### src/design/wts_pkg.sv
// Package for the waveform trigger select block: register map, field layout,
// reset values, source codes and timing counts.
// Assumes a single 250 MHz system clock.
package wts_pkg;
   localparam int WTS_CLK_MHZ = 250;
   localparam logic [3:0] WTS_ADDR_CTRL = 4'h0;
   localparam logic [3:0] WTS_ADDR_BURST = 4'h1;
   localparam logic [3:0] WTS_ADDR_PERIOD = 4'h2;
   localparam logic [3:0] WTS_ADDR_CMD = 4'h3;
   localparam logic [3:0] WTS_ADDR_STATUS = 4'h4;
   // Control register fields.
   localparam int WTS_CTRL_SRC_LSB = 0;
   localparam int WTS_CTRL_LINE_LSB = 2;
   localparam int WTS_CTRL_POL_BIT = 5;
   localparam int WTS_CTRL_BGATE_BIT = 6;
   localparam int WTS_CTRL_KEY_BIT = 7;
   localparam int WTS_CTRL_BEN_BIT = 8;
   localparam int WTS_CTRL_SWEEP_BIT = 9;
   localparam int WTS_CTRL_DRV_BIT = 10;
   localparam int WTS_CTRL_DLINE_LSB = 11;
   // Command register bits; each write bit is a one-cycle action.
   localparam int WTS_CMD_TRG_BIT = 0;
   localparam int WTS_CMD_OUT_BIT = 1;
   localparam int WTS_CMD_APPLY_BIT = 2;
   localparam logic [31:0] WTS_CTRL_RESET = 32'h0000_0000;
   localparam logic [15:0] WTS_BURST_RESET = 16'h0001;
   localparam logic [31:0] WTS_PERIOD_RESET = 32'h0026_25a0;
   // Drive pulse on the backplane line, in nanoseconds.
   localparam int WTS_DRIVE_NS = 40;
   localparam int WTS_DRIVE_CYC = (WTS_DRIVE_NS * WTS_CLK_MHZ + 999) / 1000;
   typedef enum logic [1:0] {
      WTS_SRC_IMM = 2'b00,
      WTS_SRC_EXT = 2'b01,
      WTS_SRC_LINE = 2'b10,
      WTS_SRC_BUS = 2'b11
   } wts_src_e;
   typedef enum logic [1:0] {
      WTS_ST_IDLE = 2'b00,
      WTS_ST_BURST = 2'b01,
      WTS_ST_SWEEP = 2'b10
   } wts_state_e;
endpackage

### src/design/wts_sync_edge.sv
// Two-flop synchroniser with edge detection on the synchronised level.
// Assumes the input is asynchronous to clk_sys.
`timescale 1ns/1ns
`default_nettype none
module wts_sync_edge #(
   parameter logic IDLE = 1'b0
) (
   input wire logic clk_sys, // system clock
   input wire logic nrst, // synchronous reset, active low
   input wire logic ce, // clock enable
   input wire logic din, // raw pin level
   output logic level, // synchronised level
   output logic rise, // one-cycle rising pulse
   output logic fall // one-cycle falling pulse
);
   logic meta;
   logic sync;
   logic prev;
   logic next_meta;
   logic next_sync;
   logic next_prev;
   always_comb begin
      next_meta = ce ? din : meta;
      next_sync = ce ? meta : sync;
      next_prev = ce ? sync : prev;
   end
   always_ff @(posedge clk_sys) begin
      if (!nrst) begin
         // Reset to the pin's idle level so that leaving reset makes no false edge.
         meta <= IDLE;
         sync <= IDLE;
         prev <= IDLE;
      end else begin
         meta <= next_meta;
         sync <= next_sync;
         prev <= next_prev;
      end
   end
   assign level = sync;
   assign rise = ce & sync & ~prev;
   assign fall = ce & ~sync & prev;
endmodule
`default_nettype wire

### src/design/wts_top.sv
// Trigger selection and qualification for a waveform generator, with
// burst cycle counting, external gating and keying, and backplane drive.
// Assumes pins are asynchronous and registers are reached over a plain port.
//
// The address-and-strobe port and the address map were decided locally.
`timescale 1ns/1ns
`default_nettype none
module wts_top
   import wts_pkg::*;
#(
   parameter int LINES = 8,
   parameter int CNT_W = 16
) (
   input wire logic clk_sys, // system clock
   input wire logic nrst, // synchronous reset, active low
   input wire logic ce, // clock enable, freezes state when low
   input wire logic [3:0] addr, // register address
   input wire logic [31:0] wdata, // register write data
   input wire logic wr, // write strobe
   input wire logic rd, // read strobe
   output logic [31:0] rdata, // read data, valid the cycle after rd
   input wire logic ext_in, // external trigger / gate / keying input
   input wire logic [LINES-1:0] line_in, // backplane trigger lines, input side
   output logic [LINES-1:0] line_out, // backplane line drive level (low = true)
   output logic [LINES-1:0] line_oe, // backplane line output enable
   input wire logic cycle_done, // one pulse per finished waveform cycle
   input wire logic sweep_done, // pulse when a sweep has finished
   output logic trig_pulse, // accepted trigger, one cycle
   output logic burst_active, // counted burst in progress
   output logic sweep_active, // sweep in progress
   output logic wave_enable, // waveform output enable
   output logic hop_select // high selects hop frequency
);
   localparam int LW = $clog2(LINES);

   ////////////////////////////////////////////////////////////////////////////
   // Pin synchronisers.
   logic ext_lvl, ext_rise, ext_fall;
   logic [LINES-1:0] ln_lvl, ln_rise, ln_fall;
   wts_sync_edge u_ext (
      .clk_sys(clk_sys),
      .nrst(nrst),
      .ce(ce),
      .din(ext_in),
      .level(ext_lvl),
      .rise(ext_rise),
      .fall(ext_fall)
   );
   genvar gi;
   generate
      for (gi = 0; gi < LINES; gi++) begin : g_line
         // Backplane lines idle high on their pull-ups.
         wts_sync_edge #(.IDLE(1'b1)) u_ln (
            .clk_sys(clk_sys),
            .nrst(nrst),
            .ce(ce),
            .din(line_in[gi]),
            .level(ln_lvl[gi]),
            .rise(ln_rise[gi]),
            .fall(ln_fall[gi])
         );
      end
   endgenerate

   ////////////////////////////////////////////////////////////////////////////
   // Registers.
   logic [31:0] ctrl, next_ctrl;
   logic [CNT_W-1:0] burst_cycle_count, next_burst_cycle_count;
   logic [31:0] period, next_period;
   logic [31:0] next_rdata;
   logic cmd_trg, cmd_out;
   wts_src_e trigger_source_select;
   logic [LW-1:0] line_sel, drive_line;
   logic polarity_falling, burst_gate_source_select, keying_source_select;
   logic burst_enable, sweep_enable, trigger_line_drive_enable;

   assign trigger_source_select = wts_src_e'(ctrl[WTS_CTRL_SRC_LSB +: 2]);
   assign line_sel = ctrl[WTS_CTRL_LINE_LSB +: LW];
   assign polarity_falling = ctrl[WTS_CTRL_POL_BIT];
   assign burst_gate_source_select = ctrl[WTS_CTRL_BGATE_BIT];
   assign keying_source_select = ctrl[WTS_CTRL_KEY_BIT];
   assign burst_enable = ctrl[WTS_CTRL_BEN_BIT];
   assign sweep_enable = ctrl[WTS_CTRL_SWEEP_BIT];
   assign trigger_line_drive_enable = ctrl[WTS_CTRL_DRV_BIT];
   assign drive_line = ctrl[WTS_CTRL_DLINE_LSB +: LW];
   assign cmd_trg = ce & wr & (addr == WTS_ADDR_CMD) & wdata[WTS_CMD_TRG_BIT];
   assign cmd_out = ce & wr & (addr == WTS_ADDR_CMD) & wdata[WTS_CMD_OUT_BIT];

   wts_state_e state, next_state;
   logic [CNT_W-1:0] cyc_left, next_cyc_left;
   logic [31:0] tmr, next_tmr;
   logic [7:0] drv_cnt, next_drv_cnt;

   always_comb begin
      next_ctrl = ctrl;
      next_burst_cycle_count = burst_cycle_count;
      next_period = period;
      next_rdata = 32'h0000_0000;
      if (ce && wr) begin
         unique case (addr)
            WTS_ADDR_CTRL: next_ctrl = wdata;
            WTS_ADDR_BURST: next_burst_cycle_count = wdata[CNT_W-1:0];
            WTS_ADDR_PERIOD: next_period = wdata;
            WTS_ADDR_CMD: begin
               if (wdata[WTS_CMD_APPLY_BIT]) begin
                  // The combined configuration returns to the internal source.
                  next_ctrl[WTS_CTRL_SRC_LSB +: 2] = WTS_SRC_IMM;
               end
            end
            default: ;
         endcase
      end
      if (ce && rd) begin
         unique case (addr)
            WTS_ADDR_CTRL: next_rdata = ctrl;
            WTS_ADDR_BURST: next_rdata = {{(32-CNT_W){1'b0}}, burst_cycle_count};
            WTS_ADDR_PERIOD: next_rdata = period;
            WTS_ADDR_STATUS: next_rdata = {25'h0, hop_select, wave_enable,
               sweep_active, burst_active, ext_lvl, state};
            default: next_rdata = 32'h0000_0000;
         endcase
      end
   end

   ////////////////////////////////////////////////////////////////////////////
   // Trigger selection and qualification.
   logic sel_line_lvl, sel_line_rise, sel_line_fall;
   logic timer_fire, edge_fire, next_trig;
   assign sel_line_lvl = ln_lvl[line_sel];
   assign sel_line_rise = ln_rise[line_sel];
   assign sel_line_fall = ln_fall[line_sel];
   assign timer_fire = (tmr == 32'h0000_0000);

   always_comb begin
      edge_fire = 1'b0;
      unique case (trigger_source_select)
         WTS_SRC_IMM: edge_fire = ce & timer_fire;
         // External input: rising when positive, falling when negative.
         WTS_SRC_EXT: edge_fire = polarity_falling ? ext_fall : ext_rise;
         // Backplane lines have inverted sense: ground true under positive.
         WTS_SRC_LINE: edge_fire = polarity_falling ? sel_line_rise : sel_line_fall;
         WTS_SRC_BUS: edge_fire = cmd_trg;
      endcase
   end

   logic gated_mode, keyed_mode, gate_lvl;
   assign gated_mode = burst_enable & burst_gate_source_select;
   assign keyed_mode = keying_source_select;
   // Gate level comes from the line when one is selected, else the front input.
   assign gate_lvl = (trigger_source_select == WTS_SRC_LINE) ? ~sel_line_lvl : ext_lvl;
   // Gated burst and keying take no triggers; polarity plays no part there.
   assign next_trig = edge_fire & (burst_enable | sweep_enable) & ~gated_mode
      & ~keyed_mode;

   always_comb begin
      next_tmr = tmr;
      if (ce) begin
         if (trigger_source_select != WTS_SRC_IMM || timer_fire) begin
            next_tmr = period;
         end else begin
            next_tmr = tmr - 32'h0000_0001;
         end
      end
   end

   ////////////////////////////////////////////////////////////////////////////
   // Burst and sweep sequencing. A trigger while busy is dropped so that
   // every edge maps to at most one run and runs never overlap.
   always_comb begin
      next_state = state;
      next_cyc_left = cyc_left;
      if (ce) begin
         unique case (state)
            WTS_ST_IDLE: begin
               if (next_trig && burst_enable) begin
                  next_state = WTS_ST_BURST;
                  next_cyc_left = burst_cycle_count;
               end else if (next_trig && sweep_enable) begin
                  next_state = WTS_ST_SWEEP;
               end
            end
            WTS_ST_BURST: begin
               if (cycle_done) begin
                  next_cyc_left = cyc_left - {{(CNT_W-1){1'b0}}, 1'b1};
                  if (cyc_left <= {{(CNT_W-1){1'b0}}, 1'b1}) begin
                     next_state = WTS_ST_IDLE;
                  end
               end
            end
            WTS_ST_SWEEP: begin
               if (sweep_done) begin
                  next_state = WTS_ST_IDLE;
               end
            end
            default: next_state = WTS_ST_IDLE;
         endcase
      end
   end

   ////////////////////////////////////////////////////////////////////////////
   // Outputs and backplane drive.
   logic next_trig_pulse, next_burst_active, next_sweep_active;
   logic next_wave_enable, next_hop_select;
   logic [LINES-1:0] next_line_out, next_line_oe;
   always_comb begin
      next_drv_cnt = drv_cnt;
      if (ce) begin
         if (cmd_out && trigger_line_drive_enable) begin
            next_drv_cnt = 8'(WTS_DRIVE_CYC);
         end else if (drv_cnt != 8'h00) begin
            next_drv_cnt = drv_cnt - 8'h01;
         end
      end
      next_trig_pulse = ce ? next_trig : trig_pulse;
      next_burst_active = next_state == WTS_ST_BURST;
      next_sweep_active = next_state == WTS_ST_SWEEP;
      if (gated_mode) begin
         next_wave_enable = gate_lvl;
      end else if (burst_enable) begin
         next_wave_enable = next_state == WTS_ST_BURST;
      end else begin
         next_wave_enable = 1'b1;
      end
      next_hop_select = keyed_mode & gate_lvl;
      next_line_oe = '0;
      next_line_out = '1;
      if (next_drv_cnt != 8'h00) begin
         // Lines are ground true: drive low to assert.
         next_line_oe[drive_line] = 1'b1;
         next_line_out[drive_line] = 1'b0;
      end
   end

   always_ff @(posedge clk_sys) begin
      if (!nrst) begin
         ctrl <= WTS_CTRL_RESET;
         burst_cycle_count <= WTS_BURST_RESET[CNT_W-1:0];
         period <= WTS_PERIOD_RESET;
         rdata <= 32'h0000_0000;
         state <= WTS_ST_IDLE;
         cyc_left <= '0;
         tmr <= WTS_PERIOD_RESET;
         drv_cnt <= 8'h00;
         trig_pulse <= 1'b0;
         burst_active <= 1'b0;
         sweep_active <= 1'b0;
         wave_enable <= 1'b1;
         hop_select <= 1'b0;
         line_out <= '1;
         line_oe <= '0;
      end else if (ce) begin
         ctrl <= next_ctrl;
         burst_cycle_count <= next_burst_cycle_count;
         period <= next_period;
         rdata <= next_rdata;
         state <= next_state;
         cyc_left <= next_cyc_left;
         tmr <= next_tmr;
         drv_cnt <= next_drv_cnt;
         trig_pulse <= next_trig_pulse;
         burst_active <= next_burst_active;
         sweep_active <= next_sweep_active;
         wave_enable <= next_wave_enable;
         hop_select <= next_hop_select;
         line_out <= next_line_out;
         line_oe <= next_line_oe;
      end
   end
endmodule
`default_nettype wire

### config.mk
export PLATFORM = sky130hd
export DESIGN_NAME = wts_top
export DESIGN_NICKNAME = d
export VERILOG_FILES = /design/src/design/wts_pkg.sv /design/src/design/wts_sync_edge.sv /design/src/design/wts_top.sv
export SDC_FILE = /design/constraint.sdc
export NUM_CORES = 1
export LEC_CHECK = 0
export BUFFER_PORTS_ARGS = -buffer_cell sky130_fd_sc_hd__buf_2
export CAP_MARGIN = 20
export CORE_ASPECT_RATIO = 1.4
export CORE_MARGIN = 2
export CORE_UTILIZATION = 45
export CTS_BUF_LIST = sky130_fd_sc_hd__clkbuf_4 sky130_fd_sc_hd__clkbuf_8 sky130_fd_sc_hd__clkbuf_16
export DETAILED_ROUTE_END_ITERATION = 8
export PLACE_DENSITY = 0.75
export SLEW_MARGIN = 10
export SYNTH_ARGS = -nofsm -noshare
export SYNTH_HDL_FRONTEND = slang
export SYNTH_HIERARCHICAL = 1
export SYNTH_SLANG_ARGS = --single-unit
### constraint.sdc
create_clock -name clk_sys -period 3.05 [get_ports clk_sys]
set_clock_uncertainty 0.2 [all_clocks]
set_input_delay 0.1525 -clock clk_sys [delete_from_list [all_inputs] [get_ports clk_sys]]
set_output_delay 0.1525 -clock clk_sys [all_outputs]
set_load 0.005 [all_outputs]
* After elaboration in Yosys (flattened, before gate mapping) *
Index checks and enable logic that the tools add are counted.
W data, S select, Z words.

word-level totals
  word-level logic and storage cells = 188
  register bits after elaboration = 218

operators by class
  muxes and demuxes = 34
  add/subtract/negate cells = 3
  bitwise operators = 69
  reductions and logical operators = 21
  magnitude comparators = 4
  equal/unequal tests = 14

operators with widths
  kind                     number
  $pmux W32 S4             1
  $mux W32                 2
  $and A1 B1 Y1            46
  $mux W8                  5
  $logic_not A32 Y1        1
  $mux W16                 2
  $pmux W16 S2             1
  $sub A32 B1 Y32 const B  1
  $not A1 Y1               21
  $le A16 B1 Y1 const B    1
  $reduce_bool A8 Y1       2
  $sub A16 B1 Y16 const B  1
  $mux W2                  7
  $bmux W1 S3              3
  $mux W1                  9
  $reduce_and A3 Y1        3
  $eq A2 B2 Y1 const B     4
  $eq A4 B2 Y1 const B     2
  $lt A3 B4 Y1 const B     2
  $not A8 Y8               1
  $reduce_and A4 Y1        2
  $sub A8 B1 Y8 const B    1
  $eq A2 B1 Y1 const B     3
  $logic_and A1 B1 Y1      6
  13 further kinds         18

* Longest topological paths before layout *
Gate-level depths: netlist of run 1.

  depth after elaboration = 18
  gate-level depth with buffers = 11

* Modules after synthesis *
The synthesis of run 1 kept the hierarchy.

modules (own cells, without submodules)
  module                               area an instance (um^2)  times used  cells an instance
  wts_top                              9210.1                   1           1214
  wts_sync_edge at g_line[0].u_ln ...  116.4                    8           12
  wts_sync_edge at u_ext               123.9                    1           12

* Worst setup path before layout of run 1 *
Ideal clock, no wire load.

  path kind = flip-flop to flip-flop
  start = register tmr[24]
  end = register cyc_left[13]
  buffers on the path = 2
  cell stages (with the launch flop) = 10
  setup slack = 0.048 ns
  data arrival time = 2.671 ns
  cells stage by stage = dfxtp_1 or4_4 or4_4 o31a_1 buf_6 a311oi_4 a21oi_2 buf_6 o211ai_2 o31ai_2

between the ends
  longest elaborated chain between the ends = 9

ends and longest elaborated chain
  what                                line            text
  start: declaration                  wts_top.sv:91   logic [31:0] tmr, next_tmr;
  start signal: assignment            wts_top.sv:258  tmr <= next_tmr;
  $logic_not A32 Y1                   wts_top.sv:132  assign timer_fire = (tmr == 32'h0000_0000);
  $and A1 B1 Y1                       wts_top.sv:137  WTS_SRC_IMM: edge_fire = ce & timer_fire;
  $pmux W1 S4                         wts_top.sv:136  unique case (trigger_source_select)
  $and A1 B1 Y1 (2 in a row)          wts_top.sv:152  assign next_trig = edge_fire & (burst_enable | sweep_enable) & ~gated_mode
  $and A1 B1 Y1                       wts_top.sv:153  & ~keyed_mode;
  $logic_and A1 B1 Y1                 wts_top.sv:175  if (next_trig && burst_enable) begin
  $ne A2 B2 Y1 (no source line)       --
  $reduce_and A4 Y1 (no source line)  --
  end signal: assignment              wts_top.sv:257  cyc_left <= next_cyc_left;
  end: declaration                    wts_top.sv:90   logic [CNT_W-1:0] cyc_left, next_cyc_left;

No other way between the ends.
A chain may end at the register's enable or synchronous reset.

* Final worst setup path of run 1 *
  start = register tmr[24]
  end = register state[1]

between the ends
  longest elaborated chain between the ends = 11
  elaborated cells on any way between the ends = 12

ends and longest elaborated chain
  what                          line            text
  $logic_not A32 Y1 *           wts_top.sv:132
  $and A1 B1 Y1 *               wts_top.sv:137
  $pmux W1 S4 *                 wts_top.sv:136
  $and A1 B1 Y1 * (2 in a row)  wts_top.sv:152
  $and A1 B1 Y1 *               wts_top.sv:153
  $logic_and A1 B1 Y1           wts_top.sv:178  end else if (next_trig && sweep_enable) begin
  $mux W2                       wts_top.sv:178
  $mux W2 *                     wts_top.sv:175
  $pmux W2 S3 *                 wts_top.sv:173  unique case (state)
  $mux W2 *                     wts_top.sv:172  if (ce) begin
  end signal: assignment        wts_top.sv:256  state <= next_state;
  end: declaration              wts_top.sv:89   wts_state_e state, next_state;

Mark *: on every way between the ends. The rest lies on a longest branch, timed or not.

==> summary.md, run 1 <==
| Metric | Value |
|---|---|
| Post-Route Setup TNS | `0 ps` |
| Crit path time final | `approximately 2900 ps` |
| Setup WS post-layout | `approximately 140 ps` |
| EDFF count, synth | `0` |
| CP max FO | `5` |
| Vias in the first global route | `9645` |
| Remaining Overflow, GRT | `0` |
| Most used cell along the critical path | `or4_4` |
| Worst Max-Slew Pin Slew | `853 ps` |
| Max Slew Vio Count | `0` |
| First-pass GRT wire length | `48100 um` |
| CP peak stage delay | `~540 ps` |
| Filler instances | `around 2100` |
| Setup crit start | `tmr[24]` |
| GP Congestion | `0.879` |
| Warnings from Yosys | `6` |
| CP bufs+invs | `1` |
| CTS Sinks | `218` |
| Area growth syn-to-layout | `20.9%` |
| Max-cap check violation count | `0` |
| Sequential-to-total area share from yosys stat | `0.425` |
| Critical Path End Type | `register` |
| Nets | `1511` |
| Slew headroom | `0.432` |
| RSZ-0062 raised after global routing | `no` |
| Critical path data required time | `~3300 ps` |
| Max VDD drop | `463 uV` |
| DIE WIDTH | `132 um` |
| Cell Pwr Density | `540 mW/mm^2` |
| Primary FF master, synth | `dfxtp_1` |
| Hold_sp | `nrst` |
| Routed WL | `between 20000 and 30000 um` |
| Post-CTS Setup Inserts | `0` |
| Longest Clk Path Bufs | `3` |
| Final period util | `0.953` |
| Setup CP Type | `register to register` |
| Count of unique library cells instantiated by Yosys | `73` |
| P_leak | `0.00474 uW` |
| Root buf cell | `clkbuf_16` |
| Avg Inst Size Synth | `7.76 um^2` |
| Post-DR vias/cell | `5.77` |
| Initial Util | `0.457` |
| FP Rows | `65` |
| Post-DP HPWL | `19800 um` |
| Clock Latency Late Sink | `510 ps` |
| Drc violations | `0` |
| CTS buffer count | `21` |
| H-tree levels | `1` |
| Hold Crit Depth | `3` |
| Reg2reg end | `state[1]` |
| Cells after synthesis | `~1300` |
| Clock transition at path regs | `roughly 70 ps` |
| Port Buffers | `between 100 and 150` |
| Wire length per cell | `around 17 um` |
| Min-delay worst type | `input pin to register` |
| R2R Setup Slk | `140 ps` |
| First drt pass iteration count | `6` |
| Fraction of layout cells with a size suffix above 1 | `0.160` |
| Crit-path cells | `or4_4 > or4_4 > o31a_1 > a311oi_4 > buf_4 > nand4_1 > a31o_2 > a21oi_1` |
| Critical path's slowest cell | `or4_4` |
| Dpl ws | `52.6 ps` |
| WHS Endpoint | `rdata[15]` |
| Final hold viol count | `0` |
| Die Ht | `183 um` |
| CTS tree | `done` |
| Io pins | `105` |
| DRT iter0 DRCs | `809` |
| Reg2reg start | `tmr[24]` |
| Antenna violations before repair | `1` |
| Vias post-DR | `10196` |
| Achievable clock frequency | `0.344 GHz` |
| Mapped cell area | `0.0103 mm^2` |
| Register-to-Register Path Depth | `8` |
| Fraction of registers with async set/reset | `0` |
| Yosys reg bits | `218` |
| Largest net degree at the start of global routing | `80` |
| Status | `finished clean` |
| Core Area | `0.0224 mm^2` |
| Crit path launch type | `register` |
| Syn_nets | `between 1000 and 1500` |
| Total global-route track usage | `0.239` |
| Die area | `0.0241 mm^2` |
| Worst Path Arrival | `roughly 3200 ps` |
| Setup violators final | `0` |
| Post-route ant nets | `0` |
| Delay-heaviest family, CP | `compound AO/OA/AOI/OAI gates` |
sequential cells by signal, summed over array words and instances (netlist names), 16 cells and up:
name,count
burst_cycle_count,16
ctrl,32
cyc_left,16
period,32
rdata,32
tmr,32
where the power goes:
part | leakage, uW | total [uW] | internal (uW) | switching (uW)
registers | 0.00177 | 3050 | 2940 | 108
clock network | 0.000341 | 2650 | 1530 | 1110
logic | 0.00263 | 1000 | 436 | 566
how the worst max path moves through the flow:
| stage | end | slack [ps] | cells after the start |
|---|---|---|---|
| after floorplan | cyc_left[13] | 50 | 9 |
| after global placement | cyc_left[7] | 90 | 7 |
| after detailed placement | cyc_left[7] | 50 | 7 |
| after CTS | line_oe[5] | 50 | 10 |
| after global routing | cyc_left[5] | 20 | 11 |
| final | state[1] | 140 | 8 |
layout by cell type (no fill, tap or decap), types with 9 or more instances in the layout:
master / count
nand2_1: 246
o21ai_0: 56
dfxtp_1: 218
dlygate4sd3_1: 46
nor2_1: 158
nor4_1: 11
nand2b_1: 16
or3_1: 13
a21oi_1: 159
inv_1: 12
a22oi_1: 45
nor2b_1: 18
nand3_1: 33
clkbuf_16: 21
buf_4: 47
buf_2: 103
nor3_1: 34
mux2i_1: 33
nand4_1: 11
and3b_2: 9
o21a_1: 14
area by class of cell:
type | count | area (um^2) | area share
multi-input combinational | 997 | 5510 | 0.444
sequential | 218 | 4360 | 0.352
timing repair buffer | 201 | 1410 | 0.114
clock buffer | 28 | 591 | 0.0476
tap | 301 | 377 | 0.0304
clock inverter | 8 | 98.8 | 0.00797
inverter | 14 | 55.1 | 0.00444
antenna | 1 | 2.50 | 0.000202
worst reg2reg max path, cell delays in order, from the launching register on:
cell	delay (ps)
dfxtp_1	310
or4_4	540
or4_4	430
o31a_1	340
a311oi_4	360
buf_4	200
nand4_1	90
a31o_2	280
a21oi_1	100
cells by family (layout without fill, tap and decap cells):
family	count (synthesis)	count (layout)	synth area share
other cells	0	1	0
fa+ha+maj	7	7	0.00829
simple gates	593	593	0.264
flops	218	218	0.425
compound gates	353	353	0.215
mux	42	42	0.0453
xor+xnor	2	2	0.00171
buf+inv	107	251	0.0411
stage by stage:
| step | area (um^2) | util | cells | power [uW] | hold WS, ps |
|---|---|---|---|---|---|
| after global placement | 11200 | 0.501 | 1685 | 4000 | 169 |
| after floorplan | 10300 | - | 1322 | 3740 | 14.4 |
| final | 12400 | 0.553 | 1768 | 6700 | 22.5 |
| after CTS | 12400 | 0.552 | 1767 | 6680 | 43.2 |
| after global routing | 12400 | 0.553 | 1767 | 6950 | 45.9 |
| after detailed placement | 11200 | 0.501 | 1685 | 4020 | 173 |
repair_timing:
item,4_1_cts,5_1_grt
hold buffers,46,0
endpoints found under the hold margin,102,0
gates resized for setup,0,7
setup endpoints to repair,0,31
cell usage after synthesis (all sizes together), types with 3 or more instances:
cell       n  area [um^2]
and3       6         37.5
buf        7         46.3
mux2i     33          330
a311oi     3         43.8
or2        3         18.8
nor2b     18          113
nand3     33          165
dfxtp    218         4360
and3b     10         98.9
nor3      34          170
a31oi      6         37.5
nand4     11         68.8
or4        6         52.6
o31ai      5         47.5
mux2       6         67.6
o21ai     59          295
nor3b      8         60.1
or3       13         81.3
nand2b    16          100
o41ai      6         52.6
ha         6         75.1
clkbuf    86          323
a22oi     45          338
nor4      13         87.6
nor4b      3         26.3
o2bb2ai    8         70.1
o32ai      5         58.8
o211ai     5         42.5
o22ai      6         37.5
o31a       4         35.0
inv       13         48.8
a22o       6         52.6
nor2     158          593
o21a      14          105
nand2    246          923
mux4       3         67.6
and2       8         50.1
a211oi     4         30.0
a21oi    161          813
metal layers:
layer	vias up	wire (um)	global-route usage
met2	377	15000	0.431
met5	-	0	0
met1	4819	11600	0.283
met4	0	1200	0.102
li1	4905	-	-
met3	95	1860	0.0353
Power figures use the tool's default switching activity.
==> run 2, diff against run 1 <==
- GPL_TIMING_DRIVEN: default -> 0
==> summary.md, run 2 (synthesized netlist as in run 1, its figures left out) <==
| Metric | Value |
|---|---|
| Antenna violations before repair | `2 (was 1)` |
| RSZ-0062 raised after global routing | `yes (was no)` |
| Cell Pwr Density | `536 mW/mm^2 (was 540 mW/mm^2)` |
| Reg2reg end | `cyc_left[13] (was state[1])` |
| R2R Setup Slk | `-30 ps (was 140 ps)` |
| Register-to-Register Path Depth | `9 (was 8)` |
| Area growth syn-to-layout | `23.8% (was 20.9%)` |
| First drt pass iteration count | `6 (unchanged)` |
| Critical Path End Type | `register (unchanged)` |
| Final hold viol count | `0 (unchanged)` |
| Int Pwr | `4960 uW (was 4910 uW)` |
| Vias post-DR | `10816 (was 10196)` |
| Setup CP Type | `register to register (unchanged)` |
| Post-DP HPWL | `24800 um (was 19800 um)` |
| Crit path launch type | `register (unchanged)` |
| CTS buffer count | `22 (was 21)` |
| Most frequent cells in the layout | `244 x nand2_1, 217 x dfxtp_1, 158 x nor2_1, 156 x a21oi_1, 100 x buf_2 (was 246 x nand2_1, 218 x dfxtp_1, 159 x a21oi_1, 158 x nor2_1, 103 x buf_2)` |
| Post-DR vias/cell | `5.90 (was 5.77)` |
| DIE WIDTH | `132 um (unchanged)` |
| Drc violations | `0 (unchanged)` |
| GP Congestion | `0.957 (was 0.879)` |
| Sw Ratio | `0.271 (was 0.267)` |
| Core Area | `0.0224 mm^2 (unchanged)` |
| Worst Path Arrival | `3260 ps (was 3150 ps)` |
| Max Slew Vio Count | `0 (unchanged)` |
| Failing checks | `setup timing` |
| Port Buffers | `100 (was 104)` |
| Die area | `0.0241 mm^2 (unchanged)` |
| Clock Latency Late Sink | `520 ps (was 510 ps)` |
| Fraction of layout cells with a size suffix above 1 | `0.140 (was 0.160)` |
| Nets | `1577 (was 1511)` |
| CTS tree | `done (unchanged)` |
| Hold Crit Depth | `3 (unchanged)` |
| Max-cap check violation count | `0 (unchanged)` |
| Initial Util | `0.457 (unchanged)` |
| Final Instance Count excl. Fillers | `1834 (was 1768)` |
| Commonest non-fill, non-tap cell in the layout | `nand2_1 (unchanged)` |
| First-pass GRT wire length | `55000 um (was 48100 um)` |
| Io pins | `105 (unchanged)` |
| Total global-route track usage | `0.286 (was 0.239)` |
| Remaining Overflow, GRT | `0 (unchanged)` |
| Reg2reg start | `tmr[25] (was tmr[24])` |
| Slew headroom | `0.203 (was 0.432)` |
| CP max FO | `6 (was 5)` |
| Final period util | `1.01 (was 0.953)` |
| Worst Max-Slew Pin Slew | `1190 ps (was 853 ps)` |
| Crit path time final | `3080 ps (was 2910 ps)` |
| Hold_sp | `ce (was nrst)` |
| Net Sw Power | `1850 uW (was 1790 uW)` |
| WHS Endpoint | `g_line[1].u_ln/prev (was rdata[15])` |
| Setup violators final | `5 (was 0)` |
| Longest Clk Path Bufs | `3 (unchanged)` |
| H-tree levels | `1 (unchanged)` |
| Largest net degree at the start of global routing | `46 (was 80)` |
| DRT iter0 DRCs | `909 (was 809)` |
| Post-route ant nets | `0 (unchanged)` |
| Inst Count DP | `1723 (was 1685)` |
| Max VDD drop | `426 uV (was 463 uV)` |
| Achievable clock frequency | `0.325 GHz (was 0.344 GHz)` |
| Status | `complete, but fails checks (was finished clean)` |
| Clock transition at path regs | `70 ps (about the same)` |
| Routed WL | `35800 um (was 29700 um)` |
| Dpl ws | `-768 ps (was 52.6 ps)` |
| Setup WS post-layout | `-30.5 ps (was 144 ps)` |
| Die Ht | `183 um (unchanged)` |
| FP Rows | `65 (unchanged)` |
| Logic pwr share | `0.156 (was 0.150)` |
| Min-delay worst type | `input pin to register (unchanged)` |
| Clock power share | `0.396 (was 0.395)` |
| Wire length per cell | `19.5 um (was 16.8 um)` |
| CTS Sinks | `218 (unchanged)` |
| Vias in the first global route | `10484 (was 9645)` |
| Root buf cell | `clkbuf_16 (unchanged)` |
| P_leak | `0.00475 uW (was 0.00474 uW)` |
| Critical path data required time | `3230 ps (was 3290 ps)` |
| Seq pwr share | `0.448 (was 0.455)` |
## run 2: cell count changes in the layout (fill, tap and decap cells not counted), sizes merged, moves of 2 or more
| cell | before | now |
|---|---|---|
| buf | 155 | 118 |
| clkbuf | 28 | 114 |
| dlygate4sd3 | 46 | 64 |
| inv | 15 | 13 |
## run 2: how the worst max path moves through the flow
stage,start,to,slack (ps),cells after the start
5_1_grt,tmr[24],sweep_active,-110,9
3_3_place_gp,ce,rdata[13],-790,9
3_5_place_dp,ce,rdata[13],-770,9
6_report,tmr[25],cyc_left[13],-30,9
2_1_floorplan,tmr[24],cyc_left[13],50,9
4_1_cts,tmr[24],cyc_left[13],2,9
## run 2: metal layers
layer / global-route usage / wire, um / vias to the layer above
met3: 0.0378 / 2670 / 154
met1: 0.313 / 12900 / 5065
met2: 0.514 / 17900 / 550
met5: 0 / 13 / -
met4: 0.193 / 2360 / 2
li1: - / - / 5045
## run 2: power groups by stage
stage	clock, uW	sequential, uW	combinational, uW
final	2690	3050	1060
after floorplan	0	3080	660
after detailed placement	0	3110	920
after global placement	0	3100	907
after global routing	2820	3060	1150
after CTS	2710	3050	1000
## run 2: layout make-up
class	instances	area, um^2
Clock buffer	31	654
Inverter	14	52.6
Multi-Input combinational cell	998	5600
Buffer	91	380
Clock inverter	5	52.6
Timing Repair Buffer	174	1220
Sequential cell	218	4370
Tap cell	301	377
Antenna cell	2	5.00
Fill cell	2086	9740
## run 2: worst max-delay path: stages, from the launching register on
cell and delay [ps]:
dfxtp_1 370, or4_4 540, or4_4 440, o31a_1 300, buf_6 140, a311oi_4 330, a21oi_4 150, buf_6 200
o211ai_2 180, o31ai_2 90
## run 2: timing repair
| item | in CTS | in global routing |
|---|---|---|
| setup buffers | 6 | 3 |
| gates resized for setup | 11 | 35 |
| endpoints found under the setup margin | 67 | 74 |
| hold buffers | 64 | 0 |
| pin swaps | 5 | 10 |
| hold endpoints to repair | 111 | 0 |
| gates cloned | 1 | 1 |
## run 2: metrics by stage
step	hold WS, ps	total power, uW	area [um^2]	TNS, ps	utilization
2_1_floorplan	14.4	3740	10300	0	-
3_3_place_gp	169	4010	11100	-52700	0.496
3_5_place_dp	172	4030	11100	-55100	0.496
4_1_cts	1.79	6750	12600	0	0.560
5_1_grt	29.1	7030	12700	-806	0.566
6_report	15.6	6810	12700	-51.0	0.566
==> run 3, diff against run 2 <==
- ABC_AREA: default -> 1
==> summary.md, run 3 <==
| Metric | Value |
|---|---|
| Status | `finished clean (was complete, but fails checks)` |
| Core Area | `0.0224 mm^2 (unchanged)` |
| Die Ht | `183 um (about the same)` |
| Slew headroom | `0.404 (was 0.203)` |
| Primary FF master, synth | `dfxtp_1 (unchanged)` |
| DIE WIDTH | `132 um (about the same)` |
| Yosys reg bits | `218 (unchanged)` |
| Max-cap check violation count | `0 (unchanged)` |
| Synth area leader | `dfxtp_1 (unchanged)` |
| Post-DP HPWL | `24400 um (was 24800 um)` |
| Routed WL | `33200 um (was 35800 um)` |
| Largest net degree at the start of global routing | `49 (was 46)` |
| CP peak stage delay | `610 ps (was 540 ps)` |
| Nets | `1703 (was 1577)` |
| Net Sw Power | `1950 uW (was 1850 uW)` |
| First drt pass iteration count | `5 (was 6)` |
| Root buf cell | `clkbuf_16 (unchanged)` |
| Area growth syn-to-layout | `21.8% (was 23.8%)` |
| Mapped cell area | `0.0103 mm^2 (about the same)` |
| Seq pwr share | `0.439 (was 0.448)` |
| EDFF count, synth | `0 (unchanged)` |
| Fin util | `0.557 (was 0.566)` |
| Io pins | `105 (unchanged)` |
| Wire length per cell | `16.9 um (was 19.5 um)` |
| DRT iter0 DRCs | `835 (was 909)` |
| Cell Pwr Density | `553 mW/mm^2 (was 536 mW/mm^2)` |
| Most frequent cells in the layout | `270 x nand2_1, 218 x dfxtp_1, 185 x a21oi_1, 161 x inv_1, 140 x o21ai_0 (was 244 x nand2_1, 217 x dfxtp_1, 158 x nor2_1, 156 x a21oi_1, 100 x buf_2)` |
| Dpl ws | `200 ps (was -768 ps)` |
| Initial Util | `0.457 (about the same)` |
| Clock transition at path regs | `70 ps (about the same)` |
| Final period util | `0.899 (was 1.01)` |
| Max Slew Vio Count | `0 (unchanged)` |
| Worst Path Arrival | `2950 ps (was 3260 ps)` |
| WHS | `29.7 ps (was 15.6 ps)` |
| RSZ-0062 raised after global routing | `no (was yes)` |
| Ant. Diodes | `0 (was 2)` |
| Critical path's slowest cell | `dlygate4sd3_1 (was or4_4)` |
| H-tree levels | `1 (unchanged)` |
| CTS buffer count | `23 (was 22)` |
| Count leader, synth | `nand2_1 (unchanged)` |
| Vias in the first global route | `10327 (was 10484)` |
| Post-DR vias/cell | `5.42 (was 5.90)` |
| Commonest non-fill, non-tap cell in the layout | `nand2_1 (unchanged)` |
| CP max FO | `5 (was 6)` |
| CTS tree | `done (unchanged)` |
| Worst Max-Slew Pin Slew | `894 ps (was 1190 ps)` |
| Crit path launch type | `input pin (was register)` |
| Cells after synthesis | `1458 (was 1322)` |
| Longest Clk Path Bufs | `3 (unchanged)` |
| Min-delay worst type | `input pin to register (unchanged)` |
| Remaining Overflow, GRT | `0 (unchanged)` |
| Commonest cells in the netlist | `270 x nand2_1, 218 x dfxtp_1, 185 x a21oi_1 (was 246 x nand2_1, 218 x dfxtp_1, 159 x a21oi_1)` |
| First-pass GRT wire length | `52300 um (was 55000 um)` |
| Crit path time final | `2740 ps (was 3080 ps)` |
| Overall power | `6910 uW (was 6810 uW)` |
| FP Rows | `65 (unchanged)` |
| Die area | `0.0241 mm^2 (about the same)` |
| Fraction of registers with async set/reset | `0 (unchanged)` |
| Achievable clock frequency | `0.365 GHz (was 0.325 GHz)` |
| Sequential-to-total area share from yosys stat | `0.425 (about the same)` |
| Warnings from Yosys | `6 (unchanged)` |
| Most used cell along the critical path | `dlygate4sd3_1` |
| Final hold viol count | `0 (unchanged)` |
| Critical Path End Type | `register (unchanged)` |
| Port Buffers | `104 (was 100)` |
| Sw Ratio | `0.282 (was 0.271)` |
| CTS Sinks | `218 (unchanged)` |
| Count of unique library cells instantiated by Yosys | `40 (was 73)` |
| Vias post-DR | `10630 (was 10816)` |
| Post-CTS Setup Inserts | `0 (was 6)` |
| Critical path data required time | `3260 ps (was 3230 ps)` |
| Post-route ant nets | `0 (unchanged)` |
| Crit-path cells | `dlygate4sd3_1 > buf_2 > nor2_1 > nand2_1 > nor2_1 > a21oi_1 > a21oi_1 > dlygate4sd3_1 > a211oi_1 > dlygate4sd3_1 (was or4_4 > or4_4 > o31a_1 > buf_6 > a311oi_4 > a21oi_4 > buf_6 > o211ai_2 > o31ai_2)` |
| Max VDD drop | `398 uV (was 426 uV)` |
| P_leak | `0.00507 uW (was 0.00475 uW)` |
| Synth area leaders | `dfxtp_1 43%, nand2_1 9.9%, a21oi_1 9.0% (was dfxtp_1 43%, nand2_1 9.0%, a21oi_1 7.8%)` |
| Setup CP Type | `input pin to register (was register to register)` |
| Avg Inst Size Synth | `7.04 um^2 (was 7.76 um^2)` |
| CP bufs+invs | `4 (was 2)` |
| Fraction of layout cells with a size suffix above 1 | `0.132 (was 0.140)` |
| Setup WS post-layout | `308 ps (was -30.5 ps)` |
| Int Pwr | `4970 uW (was 4960 uW)` |
| Clock Latency Late Sink | `530 ps (was 520 ps)` |
| Clock power share | `0.411 (was 0.396)` |
| Post-Route Setup TNS | `0 ps (was -51.0 ps)` |
| Drc violations | `0 (unchanged)` |
| Total global-route track usage | `0.269 (was 0.286)` |
| Logic pwr share | `0.150 (was 0.156)` |
| GP Congestion | `0.976 (was 0.957)` |
| Delay-heaviest family, CP | `buffers and inverters (was compound AO/OA/AOI/OAI gates)` |
| Syn_nets | `1516 (was 1380)` |
| Setup violators final | `0 (was 5)` |
| Antenna violations before repair | `0 (was 2)` |
| Post-synth top area share | `0.425 (about the same)` |
## run 3: path summary, 6_finish.rpt
path,startpoint,to,slack [ps],cells after the start
worst max-delay path,addr[0],ctrl[0],310,10
worst max register to register,tmr[18],tmr[14],390,10
worst min-delay path,rd,rdata[0],30,5
worst min register to register,line_out[3],line_out[3],250,2
## run 3: worst reg2reg max path: stages, from the launching register on
cell and delay, ps:
dfxtp_1 350, nor2_1 170, nand2_1 100, nor2_1 180, nand3_1 190, nor2_1 300
nor2_2 140, inv_2 170, clkbuf_1 450, o21ai_0 200, a21oi_1 150
## run 3: cells by family after synthesis
| group | after synthesis | share of synthesized area |
|---|---|---|
| simple gates | 527 | 0.220 |
| compound gates | 428 | 0.227 |
| buf+inv | 248 | 0.0936 |
| flops | 218 | 0.425 |
| xor+xnor | 31 | 0.0264 |
| fa+ha+maj | 6 | 0.00731 |
## run 3: layer usage
metal | GRT usage | vias to the layer above | share of wire
met1 | 0.302 | 4861 | 0.37
met2 | 0.476 | 450 | 0.49
li1 | - | 5182 | -
met5 | 0 | - | 0
met3 | 0.0334 | 137 | 0.071
met4 | 0.189 | 0 | 0.072
## run 3: timing repair
| item | 4_1_cts | 5_1_grt |
|---|---|---|
| hold buffers | 58 | 0 |
| gates resized for setup | 0 | 0 |
| endpoints found under the hold margin | 111 | 0 |
| setup endpoints to repair | 0 | 0 |
## run 3: power by group through the flow
stage               clock [uW]  combinational (uW)  sequential (uW)
finish                    2840                1040             3040
global route              2980                1170             3050
CTS                       2860                1030             3040
detailed placement           0                 965             3100
global placement             0                 941             3100
floorplan                    0                 707             3080
## run 3: area by class of cell
cell class | instances | area, um^2
repair buffers | 162 | 1100
inverters | 176 | 661
well taps | 301 | 377
clock inverters | 12 | 104
fillers | 2141 | 9940
clock buffers | 30 | 659
multi-input cells | 992 | 4940
plain buffers | 72 | 300
flip-flops and latches | 218 | 4360
## run 3: metrics by stage
stage / cells / instance area, um^2
2_1_floorplan: 1458 / 10300
3_3_place_gp: 1863 / 11200
3_5_place_dp: 1863 / 11200
4_1_cts: 1963 / 12500
5_1_grt: 1963 / 12500
6_report: 1963 / 12500
